### config.mk
export PLATFORM = sky130hd
export DESIGN_NAME = scrd_top
export DESIGN_NICKNAME = d
export VERILOG_FILES = /design/src/scrd_pkg.sv /design/src/scrd_shift_in.sv /design/src/scrd_cal_seq.sv /design/src/scrd_top.sv
export SDC_FILE = /design/constraint.sdc
export NUM_CORES = 1
export LEC_CHECK = 0
export BUFFER_PORTS_ARGS = -buffer_cell sky130_fd_sc_hd__buf_2
export CAP_MARGIN = 20
export CORE_AREA = 4 4 163 165
export CTS_CLUSTER_SIZE = 24
export DETAILED_ROUTE_END_ITERATION = 16
export DIE_AREA = 0 0 167 169
export PLACE_DENSITY = 0.75
export SLEW_MARGIN = 20
export SYNTH_ARGS = -nofsm -noshare
export SYNTH_HDL_FRONTEND = slang
export SYNTH_HIERARCHICAL = 1
export SYNTH_SLANG_ARGS = --single-unit
### constraint.sdc
create_clock -name clk_sys -period 1.8 [get_ports clk_sys]
set_input_delay 0 -clock clk_sys [delete_from_list [all_inputs] [get_ports clk_sys]]
set_output_delay 0 -clock clk_sys [all_outputs]
set_load 0.02 [all_outputs]
### src/scrd_pkg.sv
package scrd_pkg;

  localparam int unsigned WORD_W = 32;
  localparam int unsigned SEL_W = 4;

  // Register select codes.
  localparam logic [3:0] SEL_INT = 4'h0;
  localparam logic [3:0] SEL_FRAC = 4'h1;
  localparam logic [3:0] SEL_AUXLOW = 4'h2;
  localparam logic [3:0] SEL_SD = 4'h3;
  localparam logic [3:0] SEL_ADC = 4'hb;
  localparam logic [3:0] SEL_RESYNC = 4'hc;
  localparam logic [3:0] SEL_AUXHIGH = 4'hd;

  // Integer divide word fields.
  localparam int unsigned CAL_BIT = 21;
  localparam int unsigned PRESC_BIT = 20;
  localparam int unsigned INT_LSB = 4;
  localparam int unsigned INT_W = 16;

  // Main fraction word fields.
  localparam int unsigned FRAC_LSB = 4;
  localparam int unsigned FRAC_W = 24;

  // Auxiliary fraction and modulus fields (low and high words share the layout).
  localparam int unsigned AUXF_LSB = 18;
  localparam int unsigned AUXM_LSB = 4;
  localparam int unsigned AUX_W = 14;
  localparam int unsigned AUX_FULL_W = 28;

  // Resync clock value field.
  localparam int unsigned RESYNC_LSB = 12;
  localparam int unsigned RESYNC_W = 20;

  // Modulator load reset disable bit in the control word with select code 3.
  localparam int unsigned SDRST_DIS_BIT = 30;

  // Reset values.
  localparam logic [31:0] WORD_RESET = 32'h0000_0000;
  localparam logic [31:0] CTRL_WORD_RESET = 32'h0020_0000;

  // Frame capture states.
  typedef enum logic [1:0] {
    SCRD_IDLE = 2'b00,
    SCRD_SHIFT = 2'b01,
    SCRD_DONE = 2'b10
  } scrd_state_t;

endpackage

### src/scrd_shift_in.sv
`timescale 1ns/1ps
module scrd_shift_in (
  // System.
  input wire logic clk_sys,
  input wire logic reset,
  // Serial pins.
  input wire logic ser_clk,
  input wire logic ser_data,
  input wire logic ser_le,
  // Captured word.
  output logic [scrd_pkg::WORD_W-1:0] word,
  output logic word_valid
);
  import scrd_pkg::*;

  typedef struct packed {
    logic [2:0] clk_s;
    logic [1:0] dat_s;
    logic [2:0] le_s;
    logic [WORD_W-1:0] shreg;
    logic [5:0] count;
    scrd_state_t state;
    logic [WORD_W-1:0] word;
    logic word_valid;
  } scrd_shift_t;

  scrd_shift_t st;
  scrd_shift_t next_st;

  always_comb begin
    next_st = st;
    next_st.clk_s = {st.clk_s[1:0], ser_clk};
    next_st.dat_s = {st.dat_s[0], ser_data};
    next_st.le_s = {st.le_s[1:0], ser_le};
    next_st.word_valid = 1'b0;
    case (st.state)
      SCRD_IDLE: begin
        next_st.count = 6'h00;
        if (!st.le_s[1]) begin
          next_st.state = SCRD_SHIFT;
        end
      end
      SCRD_SHIFT: begin
        if (st.clk_s[1] && !st.clk_s[2]) begin
          next_st.shreg = {st.shreg[WORD_W-2:0], st.dat_s[1]};
          if (st.count != 6'h20) begin
            next_st.count = st.count + 6'h01;
          end
        end
        if (st.le_s[1] && !st.le_s[2]) begin
          next_st.state = SCRD_DONE;
        end
      end
      SCRD_DONE: begin
        // A short frame is dropped; a frame of 32 or more bits latches its last 32 bits.
        if (st.count == 6'h20) begin
          next_st.word = st.shreg;
          next_st.word_valid = 1'b1;
        end
        next_st.state = SCRD_IDLE;
      end
      default: begin
        next_st.state = SCRD_IDLE;
      end
    endcase
  end

  always_ff @(posedge clk_sys) begin
    if (reset) begin
      st <= '0;
      st.clk_s <= 3'b000;
      st.le_s <= 3'b111;
      st.state <= SCRD_IDLE;
    end else begin
      st <= next_st;
    end
  end

  assign word = st.word;
  assign word_valid = st.word_valid;

endmodule

### src/scrd_cal_seq.sv
`timescale 1ns/1ps
module scrd_cal_seq #(
  parameter int unsigned CAL_CYCLES = 64
) (
  // System.
  input wire logic clk_sys,
  input wire logic reset,
  // Control.
  input wire logic start,
  // Status.
  output logic busy,
  output logic band_load
);
  import scrd_pkg::*;

  typedef struct packed {
    logic [15:0] count;
    logic busy;
    logic band_load;
  } scrd_cal_t;

  scrd_cal_t st;
  scrd_cal_t next_st;

  always_comb begin
    next_st = st;
    next_st.band_load = 1'b0;
    if (start) begin
      next_st.busy = 1'b1;
      next_st.count = 16'(CAL_CYCLES - 1);
    end else if (st.busy) begin
      if (st.count == 16'h0000) begin
        next_st.busy = 1'b0;
        next_st.band_load = 1'b1;
      end else begin
        next_st.count = st.count - 16'h0001;
      end
    end
  end

  always_ff @(posedge clk_sys) begin
    if (reset) begin
      st <= '0;
    end else begin
      st <= next_st;
    end
  end

  assign busy = st.busy;
  assign band_load = st.band_load;

endmodule

### src/scrd_top.sv
`timescale 1ns/1ps
module scrd_top #(
  parameter int unsigned CAL_CYCLES = 64
) (
  // System.
  input wire logic clk_sys,
  input wire logic reset,
  // Serial load pins.
  input wire logic ser_clk,
  input wire logic ser_data,
  input wire logic ser_le,
  // Active integer and prescaler settings.
  output logic [scrd_pkg::INT_W-1:0] int_value,
  output logic prescaler_select_bit,
  output logic cal_enable_bit,
  // Active fractional, resync and ADC and band control settings.
  output logic [scrd_pkg::FRAC_W-1:0] main_fraction_numerator,
  output logic [scrd_pkg::AUX_FULL_W-1:0] aux_fraction_numerator,
  output logic [scrd_pkg::AUX_W-1:0] aux_modulus_high,
  output logic [scrd_pkg::RESYNC_W-1:0] resync_value,
  output logic [scrd_pkg::WORD_W-1:0] adc_and_band_control_word,
  // Events and status.
  output logic modulator_reset,
  output logic vco_auto_calibration,
  output logic cal_busy,
  output logic band_load
);
  import scrd_pkg::*;

  typedef struct packed {
    logic [WORD_W-1:0] integer_divide_word;
    logic [WORD_W-1:0] main_fraction_shadow;
    logic [WORD_W-1:0] main_fraction_word;
    logic [WORD_W-1:0] aux_low_shadow;
    logic [WORD_W-1:0] aux_low_word;
    logic [WORD_W-1:0] aux_fraction_high_shadow;
    logic [WORD_W-1:0] aux_fraction_high_word;
    logic [WORD_W-1:0] sd_control_word;
    logic [WORD_W-1:0] phase_resync_clock_word;
    logic [WORD_W-1:0] adc_and_band_control_word;
    logic modulator_reset;
    logic cal_start;
  } scrd_top_t;

  scrd_top_t st;
  scrd_top_t next_st;
  logic [WORD_W-1:0] word;
  logic word_valid;

  function automatic logic [AUX_W-1:0] aux_frac_of(input logic [WORD_W-1:0] w);
    aux_frac_of = w[AUXF_LSB +: AUX_W];
  endfunction

  scrd_shift_in u_shift (
    .clk_sys(clk_sys),
    .reset(reset),
    .ser_clk(ser_clk),
    .ser_data(ser_data),
    .ser_le(ser_le),
    .word(word),
    .word_valid(word_valid)
  );

  scrd_cal_seq #(
    .CAL_CYCLES(CAL_CYCLES)
  ) u_cal (
    .clk_sys(clk_sys),
    .reset(reset),
    .start(st.cal_start),
    .busy(cal_busy),
    .band_load(band_load)
  );

  always_comb begin
    next_st = st;
    next_st.modulator_reset = 1'b0;
    next_st.cal_start = 1'b0;
    if (word_valid) begin
      case (word[SEL_W-1:0])
        SEL_INT: begin
          next_st.integer_divide_word = word;
          // Shadowed words are promoted by this write.
          next_st.main_fraction_word = st.main_fraction_shadow;
          next_st.aux_low_word = st.aux_low_shadow;
          next_st.aux_fraction_high_word = st.aux_fraction_high_shadow;
          next_st.cal_start = word[CAL_BIT];
          next_st.modulator_reset = !st.sd_control_word[SDRST_DIS_BIT];
        end
        SEL_FRAC: begin
          next_st.main_fraction_shadow = word;
        end
        SEL_AUXLOW: begin
          next_st.aux_low_shadow = word;
        end
        SEL_SD: begin
          next_st.sd_control_word = word;
        end
        SEL_ADC: begin
          next_st.adc_and_band_control_word = word;
        end
        SEL_RESYNC: begin
          next_st.phase_resync_clock_word = word;
        end
        SEL_AUXHIGH: begin
          next_st.aux_fraction_high_shadow = word;
        end
        default: begin
          next_st = st;
          next_st.modulator_reset = 1'b0;
          next_st.cal_start = 1'b0;
        end
      endcase
    end
  end

  always_ff @(posedge clk_sys) begin
    if (reset) begin
      st <= '0;
      st.integer_divide_word <= CTRL_WORD_RESET;
    end else begin
      st <= next_st;
    end
  end

  assign int_value = st.integer_divide_word[INT_LSB +: INT_W];
  assign prescaler_select_bit = st.integer_divide_word[PRESC_BIT];
  assign cal_enable_bit = st.integer_divide_word[CAL_BIT];
  assign main_fraction_numerator = st.main_fraction_word[FRAC_LSB +: FRAC_W];
  // Full auxiliary fraction is high part shifted by 14 plus the low part.
  assign aux_fraction_numerator = {aux_frac_of(st.aux_fraction_high_word),
                                   aux_frac_of(st.aux_low_word)};
  assign aux_modulus_high = st.aux_fraction_high_word[AUXM_LSB +: AUX_W];
  assign resync_value = st.phase_resync_clock_word[RESYNC_LSB +: RESYNC_W];
  assign adc_and_band_control_word = st.adc_and_band_control_word;
  assign modulator_reset = st.modulator_reset;
  assign vco_auto_calibration = st.cal_start;

endmodule

# [After elaboration in Yosys (flattened, before gate mapping)]
# Cells that the tools add are included.
[classes] addsub=2 n_mul=0 n_div=0 magnitude_cmp=0 eq_ne=15 shifts=0 muxes=11 bitwise=5 reduce_logical=27
[ops] operator="2-bit AND reduction" n=12
[ops] operator="6-bit 2-to-1 mux" n=3
[ops] operator="16-bit zero test" n=1
[ops] operator="16-bit by 1-bit subtractor with 16-bit output (second input constant)" n=1
[ops] operator="4-bit equality test (second input constant)" n=3
[ops] operator="6-bit one-hot mux with 2 select lines" n=1
[ops] operator="4-bit by 2-bit equality test with 1-bit output (second input constant)" n=2
[ops] operator="8-bit 2-to-1 mux" n=1
[ops] operator="7-bit 2-to-1 mux" n=1
[ops] operator="6-bit by 1-bit adder with 6-bit output (second input constant)" n=1
[ops] operator="6-bit equality test (second input constant)" n=1
[ops] operator="2-bit 2-to-1 mux" n=3
[ops] operator="2-bit by 1-bit inequality test with 1-bit output (second input constant)" n=3
[ops] operator="6-bit inequality test (second input constant)" n=1
[ops] operator="3-bit OR reduction" n=2
[ops] operator="1-bit NOT" n=5
[ops] operator="4-bit by 1-bit equality test with 1-bit output (second input constant)" n=1
[ops] operator="4-bit zero test" n=1
[ops] operator="2-bit inequality test (second input constant)" n=2
[ops] operator="2-bit one-hot mux with 2 select lines" n=1
[ops] operator="2-bit nonzero test" n=2
[ops] operator="2-bit OR reduction" n=2
[ops] operator="1-bit zero test" n=3
[ops] operator="3-bit AND reduction" n=1
[ops] operator="other kinds (5)" n=6
[totals] regBits=402 latch_bits=0 ramBits=0 mem_bits_ro=0 input_bits=5 out_inout_bits=140 word_cells=84 n_memories=0

# [Logic depth before layout (Yosys ltp)]
# Gate-level depths: netlist (run 1).
[logic_depth] depth_word=4 depth_mapped=8 mapped_depth_nobuf=6

# [By module]
# Netlist (run 1), hierarchy kept.
[modules_own_cells] mod="scrd_top" n_inst=1 cells_each=843 area_per_inst_um2=8901.0 seq_area_each_um2=4103.9
[modules_own_cells] mod="scrd_shift_in" n_inst=1 cells_each=348 area_per_inst_um2=3211.8 seq_area_each_um2=1621.6
[modules_own_cells] mod="scrd_cal_seq" n_inst=1 cells_each=120 area_per_inst_um2=997.2 seq_area_each_um2=360.3

# [Worst setup path after synthesis (run 1)]
# OpenSTA, ideal clock, no wires.
[synth_timing] path_kind="flip-flop to flip-flop" start="register u_cal/st[9] (netlist name)" end="register u_cal/st[16] (netlist name)" arrival_ns=1.882 slack_ns=-0.151 stages_incl_launch_ff=5 synth_period_minus_slack_ns=1.951 cell_sequence="dfxtp_1 -> or4_4 -> or4_4 -> or4_1 -> a21oi_1"
[synth_via] elab_chain_len=3 elab_cells_between_ends=4 cone_classes="add/sub (1); bitwise (1); reduce/logical (2)"
[synth_lines] item="from (decl)" line_no="scrd_cal_seq.sv:22" rtl="scrd_cal_t st;"
[synth_lines] item="from (signal assigned)" line_no="scrd_cal_seq.sv:45" rtl="st <= next_st;"
[synth_lines] item="branches (longest 3 deep; another with 16-bit by 1-bit subtractor with 16-bit output)"
# Parallel ways; which one is timed is not known.
# A chain may end at the register's enable or synchronous reset.

# [Worst setup path in the final report (run 1)]
[layout_timing] start="register u_cal/st[11] (netlist name)" end="register u_cal/st[16] (netlist name)"
# The elaborated chain is that of the path after synthesis.

==> results of run 1 <==
power by group:
group / switching (mW) / internal (mW) / leakage [nW]
combinational: 0.117 / 0.116 / 3.55
sequential: 0.00667 / 6.74 / 2.45
clock: 2.47 / 3.52 / 0.465
total: 2.60 / 10.4 / 6.47
stage by stage:
step                      setup TNS [ps]   util  std cells  worst slack [ps]
final                              -74.3  0.569       1650             -62.6
after global routing                -422  0.569       1650              -118
after CTS                          -72.7  0.563       1644             -68.3
after detailed placement            -102  0.524       1590             -53.1
after global placement             -65.0  0.524       1590             -65.0
after floorplan                    -1370      -       1311             -63.8
layer usage:
metal	part of all wire	vias to the layer above	wire length, um	global-route usage
met5	0	-	0	0
met4	0.016	0	416	0.0374
met3	0.046	28	1190	0.0280
met2	0.48	171	12500	0.298
met1	0.46	4003	12000	0.233
li1	-	4178	-	-
worst paths after layout:
path / cells past startpoint / to / slack, ps
hold / removal: 2 / u_cal/busy / 7
setup / recovery: 4 / u_cal/st[16] / -60
hold reg to reg: 1 / u_shift/next_st[75] / 410
setup reg to reg: 4 / u_cal/st[16] / -60
Yosys cell counts, types with 2 or more instances:
| cell | number | area, sq um |
|---|---|---|
| sky130_fd_sc_hd__inv_1 | 10 | 37.5 |
| sky130_fd_sc_hd__nand3_1 | 4 | 20.0 |
| sky130_fd_sc_hd__or2_2 | 8 | 50.1 |
| sky130_fd_sc_hd__a31oi_1 | 5 | 31.3 |
| sky130_fd_sc_hd__nor2b_1 | 6 | 37.5 |
| sky130_fd_sc_hd__a211oi_1 | 2 | 15.0 |
| sky130_fd_sc_hd__nor3b_2 | 3 | 37.5 |
| sky130_fd_sc_hd__buf_4 | 169 | 1270 |
| sky130_fd_sc_hd__a2111oi_0 | 4 | 35.0 |
| sky130_fd_sc_hd__or3_1 | 8 | 50.1 |
| sky130_fd_sc_hd__clkbuf_1 | 55 | 206 |
| sky130_fd_sc_hd__nor2_1 | 47 | 176 |
| sky130_fd_sc_hd__nand2_1 | 80 | 300 |
| sky130_fd_sc_hd__nor3_1 | 4 | 20.0 |
| sky130_fd_sc_hd__buf_6 | 3 | 33.8 |
| sky130_fd_sc_hd__a21oi_1 | 47 | 235 |
| sky130_fd_sc_hd__nor3b_1 | 6 | 45.0 |
| sky130_fd_sc_hd__or3_2 | 2 | 15.0 |
| sky130_fd_sc_hd__ha_1 | 3 | 37.5 |
| sky130_fd_sc_hd__dfxtp_1 | 304 | 6090 |
| sky130_fd_sc_hd__and4_1 | 2 | 17.5 |
| sky130_fd_sc_hd__mux2i_1 | 232 | 2320 |
| sky130_fd_sc_hd__nand2b_1 | 230 | 1440 |
| sky130_fd_sc_hd__and2_1 | 3 | 18.8 |
| sky130_fd_sc_hd__nand4_1 | 6 | 37.5 |
| sky130_fd_sc_hd__a41o_1 | 2 | 20.0 |
| sky130_fd_sc_hd__or4_4 | 2 | 22.5 |
| sky130_fd_sc_hd__nand3b_1 | 4 | 30.0 |
| sky130_fd_sc_hd__o211ai_1 | 2 | 15.0 |
| sky130_fd_sc_hd__nor4b_1 | 2 | 17.5 |
| sky130_fd_sc_hd__nor4_1 | 6 | 37.5 |
| sky130_fd_sc_hd__o21ai_0 | 7 | 35.0 |
| sky130_fd_sc_hd__o31ai_1 | 2 | 15.0 |
| sky130_fd_sc_hd__buf_12 | 3 | 60.1 |
| sky130_fd_sc_hd__buf_2 | 14 | 70.1 |
| sky130_fd_sc_hd__or4_1 | 6 | 45.0 |
sequential cells by signal, summed over array words and instances (netlist names), 16 cells and up:
name                       flops
resync_value                  20
st                            67
main_fraction_numerator       24
aux_fraction_numerator        28
adc_and_band_control_word     32
u_shift/st                    43
u_shift/word                  32
int_value                     16
u_cal/st                      16
cell usage in the layout (no fill, tap or decap), types with 5 or more instances in the layout:
cell                        instances
sky130_fd_sc_hd__nand2b_1         230
sky130_fd_sc_hd__buf_2            143
sky130_fd_sc_hd__dfxtp_1          300
sky130_fd_sc_hd__clkbuf_1           8
sky130_fd_sc_hd__nand4_1            6
sky130_fd_sc_hd__or2_2              8
sky130_fd_sc_hd__buf_12             9
sky130_fd_sc_hd__nor3b_1            6
sky130_fd_sc_hd__a21oi_1           47
sky130_fd_sc_hd__or4_1              6
sky130_fd_sc_hd__nand2_1           80
sky130_fd_sc_hd__o21ai_0            7
sky130_fd_sc_hd__a31oi_1            5
sky130_fd_sc_hd__nor2_1            46
sky130_fd_sc_hd__clkbuf_8           7
sky130_fd_sc_hd__buf_4             42
sky130_fd_sc_hd__nor2b_1            6
sky130_fd_sc_hd__inv_1             10
sky130_fd_sc_hd__clkbuf_16         33
sky130_fd_sc_hd__or3_1              6
sky130_fd_sc_hd__mux2i_1          232
worst max-delay path, cell delays in order (launching register included):
cell and delay (ps):
sky130_fd_sc_hd__dfxtp_1 310, sky130_fd_sc_hd__or4_4 540, sky130_fd_sc_hd__or4_4 420, sky130_fd_sc_hd__or4_1 400, sky130_fd_sc_hd__a21oi_1 130
timing repair:
item	4_1_cts	5_1_grt
buffers inserted	0	2
resized for setup	2	15
endpoints found under the hold margin	3	0
endpoints found under the setup margin	5	29
gates cloned	0	4
hold buffers	3	0
logic make-up after synthesis:
kind of cell / count (synthesis) / synth area share
DFF: 304 / 0.464
adders and majority gates: 3 / 0.00286
buffers and inverters: 254 / 0.128
and+or+nand+nor: 439 / 0.192
AOI/OAI and AO/OA: 78 / 0.0351
xor gates and xnor gates: 1 / 0.000668
muxes: 232 / 0.177
area by class of cell:
cell class	instances	area [sq um]	share of cell area
Inverter	10	37.5	0.00263
Clock inverter	6	65.1	0.00457
Clock buffer	45	888	0.0623
Tap cell	330	413	0.0290
Timing Repair Buffer	202	1330	0.0932
Multi-Input combinational cell	753	5430	0.381
Sequential cell	304	6090	0.427
==> metrics, run 1 <==
EDFF count, synth 0; number of cells produced by synthesis 1311; launching element of the worst setup path u_cal/st[11]; post-route fraction of the period consumed by the critical path 1.03; width of the die 167 um; worst rel slew slack 0.560; classification of the worst setup path reg2reg; Post-Syn Area 0.0131 sq mm; DIE HEIGHT 169 um; clock-pin slew reported for the worst setup and hold paths after clock tree synthesis 60 ps; worst vdd rail ir drop 0.664 mV; Final Max Slew Viols 0; Cell Pwr Density 910 mW/mm^2; largest net degree at the start of global routing 109; transition time at the pin with the least slew margin 659 ps; number of antenna violations at the first check in global routing 0; Area growth syn-to-layout 8.70%; violation count after the first detailed-routing iteration 562; Syn Nets 1319; type of element launching the critical path flip-flop; Post-Syn Area per Cell 10.0 sq um; post-detailed-route count of antenna-violating nets 0; instance area after placement 0.0131 sq mm; Setup-failing EPs final 2; clock tree skew after final layout 8.58 ps; leakage power 6.47 nW; Most used DFF post-synth sky130_fd_sc_hd__dfxtp_1; half-perimeter wire length after detailed placement 16.8 mm; CP Data Arrival Time 2330 ps; synthesis warning total 6; critical path capture point type flip-flop; remaining design rule violation count 0; required time of the critical path 2270 ps; Layout fillers 2108; setup ws final -62.6 ps; number of top-level pins 145; clock sink total 304; status finished with violations; startpoint of the tightest hold check path reset; flip-flop and latch count after synthesis 304; fraction of final layout cells with drive strength greater than 1 0.210; number of core rows 58; H-tree depth reported by CTS 1; highest attainable clock frequency 537 MHz; max cap viols 0; Power Total 13.0 mW; Synth cell types 54; total of buffers placed on input and output ports 144; DRT Wirelength 26.1 mm; root cell of the clock tree sky130_fd_sc_hd__clkbuf_16; Tightest Hold Check Type in2reg; placeable core area 0.0250 sq mm; Reg-to-Reg Start u_cal/st[11]; CTS tree done; Non-Filler Cell Area, Final 0.0143 sq mm; setup repair after global routing missed its margin true; total via count in the routed design 8380; maximum fanout encountered on the critical timing path 3; drt pass-1 iters 5; violated checks setup timing; Layout Nets 1309; minimum clock period 1860 ps; final routed wire length divided by cell count 15.8 um; Via density 5.08; first-pass GRT wire length 41.7 mm; initial core utilization 0.524; overall fraction of global-route tracks in use 0.174; hold slack final 7.36 ps; Remaining Overflow, GRT 0; global placer's final weighted congestion 0.817; number of diodes added for antenna fixing 0; share of the yosys chip area belonging to registers 0.464; share of synthesized registers carrying an async set or reset 0; number of buffers inserted during clock tree synthesis 30; endpoints failing hold 0; insertion delay of the later-clocked pin in the worst-skew pair 530 ps; via count of the first global-routing pass 8071; total die area 0.0282 sq mm; CTS max path bufs 3
(Power assumes the default switching activity.)
==> run 2, diff against run 1 <==
- HOLD_SLACK_MARGIN: unset -> 0.1
- SETUP_SLACK_MARGIN: unset -> 0.1
==> run 2 against run 1 <==
  * The flow still finishes with violations (setup timing)
  * Via count is 1.7% higher
  * Cell count grew 1.5%
  * Critical path type unchanged
  * Total power decreased by 0.66%
  * Largest power group unchanged
==> metrics, run 2 (synthesis gave the netlist of run 1 again) <==
status finished with violations; violated checks setup timing; DRT Wirelength 27.3 mm (+4.7%); CTS tree done; amount of wire on met3 after detailed routing 1.37 mm (+15%); worst rel slew slack 0.608 (+0.0478); Non-Filler Cell Area, Final 0.0147 sq mm (+3.2%); root cell of the clock tree sky130_fd_sc_hd__clkbuf_16; width of the die 167 um (unchanged); overall fraction of global-route tracks in use 0.176 (+0.00236); initial core utilization 0.524 (unchanged); Largest Register st; total die area 0.0282 sq mm (unchanged); stage delay of the slowest cell on the critical path 540 ps (about the same); Fin Setup TNS -164 ps (-89.4 ps); hold slack final 190 ps (+182 ps); most common library cell in the layout ignoring fill and taps sky130_fd_sc_hd__dfxtp_1; CTS max path bufs 3 (unchanged); setup repair after global routing missed its margin true; critical path capture point type flip-flop; via count of the first global-routing pass 7981 (-1.1%); Post-Place Worst Slack -73.5 ps (-20.4 ps); Met1 Routed Length 12.3 mm (+1.8%); leakage power 6.67 nW (+3.1%); Cell Pwr Density 877 mW/mm^2 (-3.7%); global placer's final weighted congestion 0.802 (-1.9%); Final Max Slew Viols 0 (unchanged); clock-pin slew reported for the worst setup and hold paths after clock tree synthesis 60 ps (about the same); Top Registers st: 67 flops, u_shift/st: 43 flops; Layout fillers 2067 (-1.9%); required time of the critical path 2280 ps (about the same); endpoints failing hold 0 (unchanged); clock sink total 304 (unchanged); Tightest Hold Check Type in2reg; worst vdd rail ir drop 0.709 mV (+6.8%); total via count in the routed design 8524 (+1.7%); number of buffers inserted during clock tree synthesis 30 (unchanged); number of top-level pins 145 (unchanged); maximum fanout encountered on the critical timing path 3 (unchanged); Remaining Overflow, GRT 0 (unchanged); insertion delay of the later-clocked pin in the worst-skew pair 540 ps (about the same); largest net degree at the start of global routing 81 (-26%); highest attainable clock frequency 530 MHz (-1.4%); Max Used Layer met4; number of core rows 58 (unchanged); total of buffers placed on input and output ports 144 (unchanged); number of antenna violations at the first check in global routing 0 (unchanged); Crit-path slowest cell sky130_fd_sc_hd__or4_4; number of diodes added for antenna fixing 0 (unchanged); ordered list of cells on the worst path or4_4 > or4_4 > or4_4 > a21oi_2; CP Data Arrival Time 2370 ps (+40 ps); minimum clock period 1890 ps (+25.7 ps); Layout Nets 1329 (+1.5%); Via density 5.09 (+0.20%); violation count after the first detailed-routing iteration 611 (+8.7%); final routed wire length divided by cell count 16.3 um (+3.1%); setup ws final -88.3 ps (-25.7 ps); drt pass-1 iters 5 (unchanged); number of flip-flops under the largest register name 67 (unchanged); Area growth syn-to-layout 12.1%; first-pass GRT wire length 41.7 mm (about the same); max cap viols 0 (unchanged); instance area after placement 0.0131 sq mm (about the same); half-perimeter wire length after detailed placement 16.8 mm (-0.49%); met2 layer wire length in the routed design 13.1 mm (+5.0%); classification of the worst setup path reg2reg; Setup-failing EPs final 4 (+2); H-tree depth reported by CTS 1 (unchanged); DIE HEIGHT 169 um (unchanged); remaining design rule violation count 0 (unchanged); post-detailed-route count of antenna-violating nets 0 (unchanged); fraction of final layout cells with drive strength greater than 1 0.239 (+0.0296); type of element launching the critical path flip-flop; post-route fraction of the period consumed by the critical path 1.05 (+0.0143); transition time at the pin with the least slew margin 588 ps (-71.7 ps); placeable core area 0.0250 sq mm (unchanged); clock tree skew after final layout 14.3 ps (+5.68 ps); highest-count cells in the layout ignoring fill and taps 292 x sky130_fd_sc_hd__dfxtp_1, 230 x sky130_fd_sc_hd__nand2b_1, 230 x sky130_fd_sc_hd__mux2i_1; Most Frequent Cell on Critical Path sky130_fd_sc_hd__or4_4; Power Total 12.9 mW (-0.66%)
==> run 2: cell types whose count changed in the layout (fill, tap and decap cells not counted), sizes merged <==
| cell | before | now |
|---|---|---|
| clkbuf | 48 | 56 |
| clkinv | 4 | 6 |
| buf | 196 | 210 |
| or3 | 10 | 11 |
| dlygate4sd3 | 3 | 4 |
| bufinv | 1 | 0 |
==> run 2: per-layer routing <==
metal	track usage	up-vias
li1	-	4233
met1	0.238	4061
met2	0.293	187
met3	0.0315	43
met4	0.0480	0
met5	0	-
==> run 2: where the power goes <==
| group | total (mW) | switching, mW | internal (mW) |
|---|---|---|---|
| Combinational | 0.240 | 0.118 | 0.122 |
| Sequential | 6.74 | 0.00491 | 6.73 |
| Clock | 5.91 | 2.50 | 3.41 |
==> run 2: area by class of cell <==
cell class / count / area (sq um) / share of cell area
Clock buffer: 49 / 903 / 0.0614
Clock inverter: 7 / 37.5 / 0.00255
Inverter: 10 / 37.5 / 0.00255
Multi-Input combinational cell: 754 / 5560 / 0.378
Sequential cell: 304 / 6100 / 0.415
Tap cell: 330 / 413 / 0.0281
Timing Repair Buffer: 221 / 1640 / 0.112
==> run 2: worst paths after layout <==
path | slack [ps] | endpoint | startpoint | cells past startpoint
worst max-delay path | -90 | u_cal/st[16] | u_cal/st[11] | 4
worst min-delay path | 190 | u_shift/next_st[74] | ser_le | 3
worst max register to register | -90 | u_cal/st[16] | u_cal/st[11] | 4
worst min register to register | 410 | u_shift/next_st[75] | u_shift/next_st[74] | 1
==> run 2: critical path: cells and delay by family, from the launching register on <==
family | cells | cell delay (ps)
DFF | 1 | 310
and+or+nand+nor | 3 | 1400
AOI/OAI and AO/OA | 1 | 120
==> run 2: per-stage QoR <==
step | cells | util
6_report | 1675 | 0.587
5_1_grt | 1675 | 0.587
4_1_cts | 1661 | 0.572
3_5_place_dp | 1591 | 0.524
3_3_place_gp | 1591 | 0.524
2_1_floorplan | 1311 | -
==> run 2: what timing repair did <==
| item | CTS | global route |
|---|---|---|
| endpoints found under the hold margin | 31 | 0 |
| hold buffers | 4 | 0 |
| setup endpoints to repair | 40 | 101 |
| pin swaps | 7 | 19 |
| cloned | 3 | 10 |
| setup buffers | 7 | 4 |
| gates resized for setup | 22 | 40 |
==> run 3, diff against run 2 <==
- clock period: 1.8 -> 1.52 ns (I/O delays scaled with it)
==> run 3 against run 2 <==
  * The run still ends with setup timing left
  * Flip-flop and latch count is the same
  * Combinational power is 29% higher
  * Largest cell class unchanged
  * Die area stayed put
  * Critical path depth is the same
  * Worst setup slack got worse by 280 ps
  * Cell area is 6.1% higher
  * Wire length grew 9.9%
==> metrics, run 3 (synthesis gave the netlist of run 1 again) <==
minimum clock period 1890 ps (+3.05 ps); Via density 5.20 (+2.1%); most congested layer reported by global routing met2; classification of the worst setup path reg2reg; worst rel slew slack 0.696 (+0.0873); root cell of the clock tree sky130_fd_sc_hd__clkbuf_16; Layout Nets 1377 (+3.6%); Power Total 15.5 mW (+20%); CTS max path bufs 3 (unchanged); Setup-failing EPs final 155 (+151); required time of the critical path 2000 ps (-280 ps); total via count in the routed design 8931 (+4.8%); CP Data Arrival Time 2370 ps (about the same); Area growth syn-to-layout 19.0%; global placer's final weighted congestion 0.790 (-1.5%); violation count after the first detailed-routing iteration 441 (-28%); footprint of the multi-input gates 0.00585 sq mm (+5.1%); hold depth 3 (unchanged); leakage power 7.05 nW (+5.7%); instance area after placement 0.0135 sq mm (+2.6%); met2 routing resource usage after global routing 0.373 (+0.0800); global routing met3 resource utilization 0.0371 (+0.00560); Layout fillers 1918 (-7.2%); number of core rows 58 (unchanged); highest attainable clock frequency 529 MHz (-0.16%); number of top-level pins 145 (unchanged); number of diodes added for antenna fixing 0 (unchanged); overall fraction of global-route tracks in use 0.205 (+0.0291); highest-count cells in the layout ignoring fill and taps 287 x sky130_fd_sc_hd__dfxtp_1, 228 x sky130_fd_sc_hd__nand2b_1, 223 x sky130_fd_sc_hd__mux2i_1; width of the die 167 um (unchanged); type of element launching the critical path flip-flop; total die area 0.0282 sq mm (unchanged); most common library cell in the layout ignoring fill and taps sky130_fd_sc_hd__dfxtp_1; maximum fanout encountered on the critical timing path 3 (unchanged); fraction of final layout cells with drive strength greater than 1 0.297 (+0.0572); total of buffers placed on input and output ports 144 (unchanged); critical path capture point type flip-flop; startpoint of the tightest hold check path ser_le; Hold Crit Endpoint u_shift/next_st[74]; FF+latch area 0.00611 sq mm (+0.18%); Remaining Overflow, GRT 0 (unchanged); number of flip-flops under the largest register name 67 (unchanged); Register-to-Register Path Depth 4 (unchanged); setup repair after global routing missed its margin true; post-detailed-route count of antenna-violating nets 0 (unchanged); endpoints failing hold 0 (unchanged); number of buffers inserted during clock tree synthesis 30 (unchanged); Critical R2R Capture u_cal/st[16]; final routed wire length divided by cell count 17.5 um (+7.1%); remaining design rule violation count 0 (unchanged); insertion delay of the later-clocked pin in the worst-skew pair 560 ps (+20 ps); DIE HEIGHT 169 um (unchanged); post-route fraction of the period consumed by the critical path 1.24 (+0.195); FF-to-FF setup slack -370 ps (-280 ps); Non-Filler Cell Area, Final 0.0156 sq mm (+6.1%); half-perimeter wire length after detailed placement 17.6 mm (+4.9%); clock tree skew after final layout 23.6 ps (+9.30 ps); Fin Setup TNS -23980 ps (-23810 ps); routing usage on met1 0.252 (+0.0148); first-pass GRT wire length 47.8 mm (+15%); Cell Pwr Density 992 mW/mm^2 (+13%); DRT Wirelength 30.0 mm (+9.9%); Reg-to-Reg Start u_cal/st[11]; max cap viols 0 (unchanged); largest net degree at the start of global routing 57 (-30%); Largest Register st; clock-pin slew reported for the worst setup and hold paths after clock tree synthesis 60 ps (about the same); CTS tree done; placeable core area 0.0250 sq mm (unchanged); clock sink total 304 (unchanged); H-tree depth reported by CTS 1 (unchanged); initial core utilization 0.524 (unchanged); worst vdd rail ir drop 0.712 mV (+0.36%); Final Max Slew Viols 0 (unchanged); Tightest Hold Check Type in2reg; Top Registers st: 67 flops, u_shift/st: 43 flops; drt pass-1 iters 5 (unchanged); via count of the first global-routing pass 8925 (+12%); number of antenna violations at the first check in global routing 0 (unchanged); violated checks setup timing; transition time at the pin with the least slew margin 453 ps (-134 ps); setup ws final -371 ps (-283 ps); status finished with violations
==> run 3: cell count changes in the layout (fill, tap and decap cells not counted), sizes merged <==
cell and change:
bufinv +1, buf +54, inv +3, clkbuf -8
clkinvlp -1, clkinv -5
==> run 3: worst max-delay path by stage <==
stage,startpoint,cells after the start,endpoint
4_1_cts,u_cal/st[11],4,u_cal/st[16]
3_5_place_dp,u_cal/st[11],4,u_cal/st[16]
5_1_grt,u_cal/st[11],4,u_cal/st[16]
6_report,u_cal/st[11],4,u_cal/st[16]
2_1_floorplan,u_shift/word[2],8,aux_fraction_numerator[19]
3_3_place_gp,u_cal/st[11],4,u_cal/st[16]
==> run 3: through the flow <==
step,util,std cells,hold slack (ps),worst slack [ps]
finish,0.623,1719,176,-371
floorplan,-,1311,104,-344
global route,0.623,1719,203,-422
global placement,0.537,1621,184,-342
CTS,0.616,1715,149,-353
detailed placement,0.537,1621,185,-349
==> run 3: final cells by class <==
class	count	area share
sequential	304	0.392
multi-input combinational	754	0.375
timing repair buffer	269	0.144
clock buffer	47	0.0567
tap	330	0.0265
clock inverter	5	0.00449
inverter	10	0.00241
==> run 3: power by group <==
| group | total [mW] | switching [mW] | internal, mW |
|---|---|---|---|
| combinational | 0.310 | 0.150 | 0.160 |
| clock | 7.19 | 3.04 | 4.16 |
| sequential | 7.98 | 0.00789 | 7.97 |
==> run 3: metal layers <==
layer  up-vias  share of wire
met5         -              0
met3        50          0.043
met4         0          0.022
met2       183           0.51
met1      4364           0.42
li1       4334              -
==> run 3: what timing repair did <==
| action | in CTS | in global routing |
|---|---|---|
| hold buffers | 4 | 0 |
| hold endpoints to repair | 47 | 0 |
| gates cloned | 16 | 0 |
| setup endpoints to repair | 216 | 223 |
| buffers inserted | 23 | 11 |
| pin swaps | 28 | 25 |
| gates resized for setup | 89 | 53 |
==> run 3: critical path, stage by stage (launching register included) <==
cell                      delay, ps
sky130_fd_sc_hd__dfxtp_1        320
sky130_fd_sc_hd__or4_4          550
sky130_fd_sc_hd__or4_4          430
sky130_fd_sc_hd__or4_4          420
sky130_fd_sc_hd__a21oi_2        110
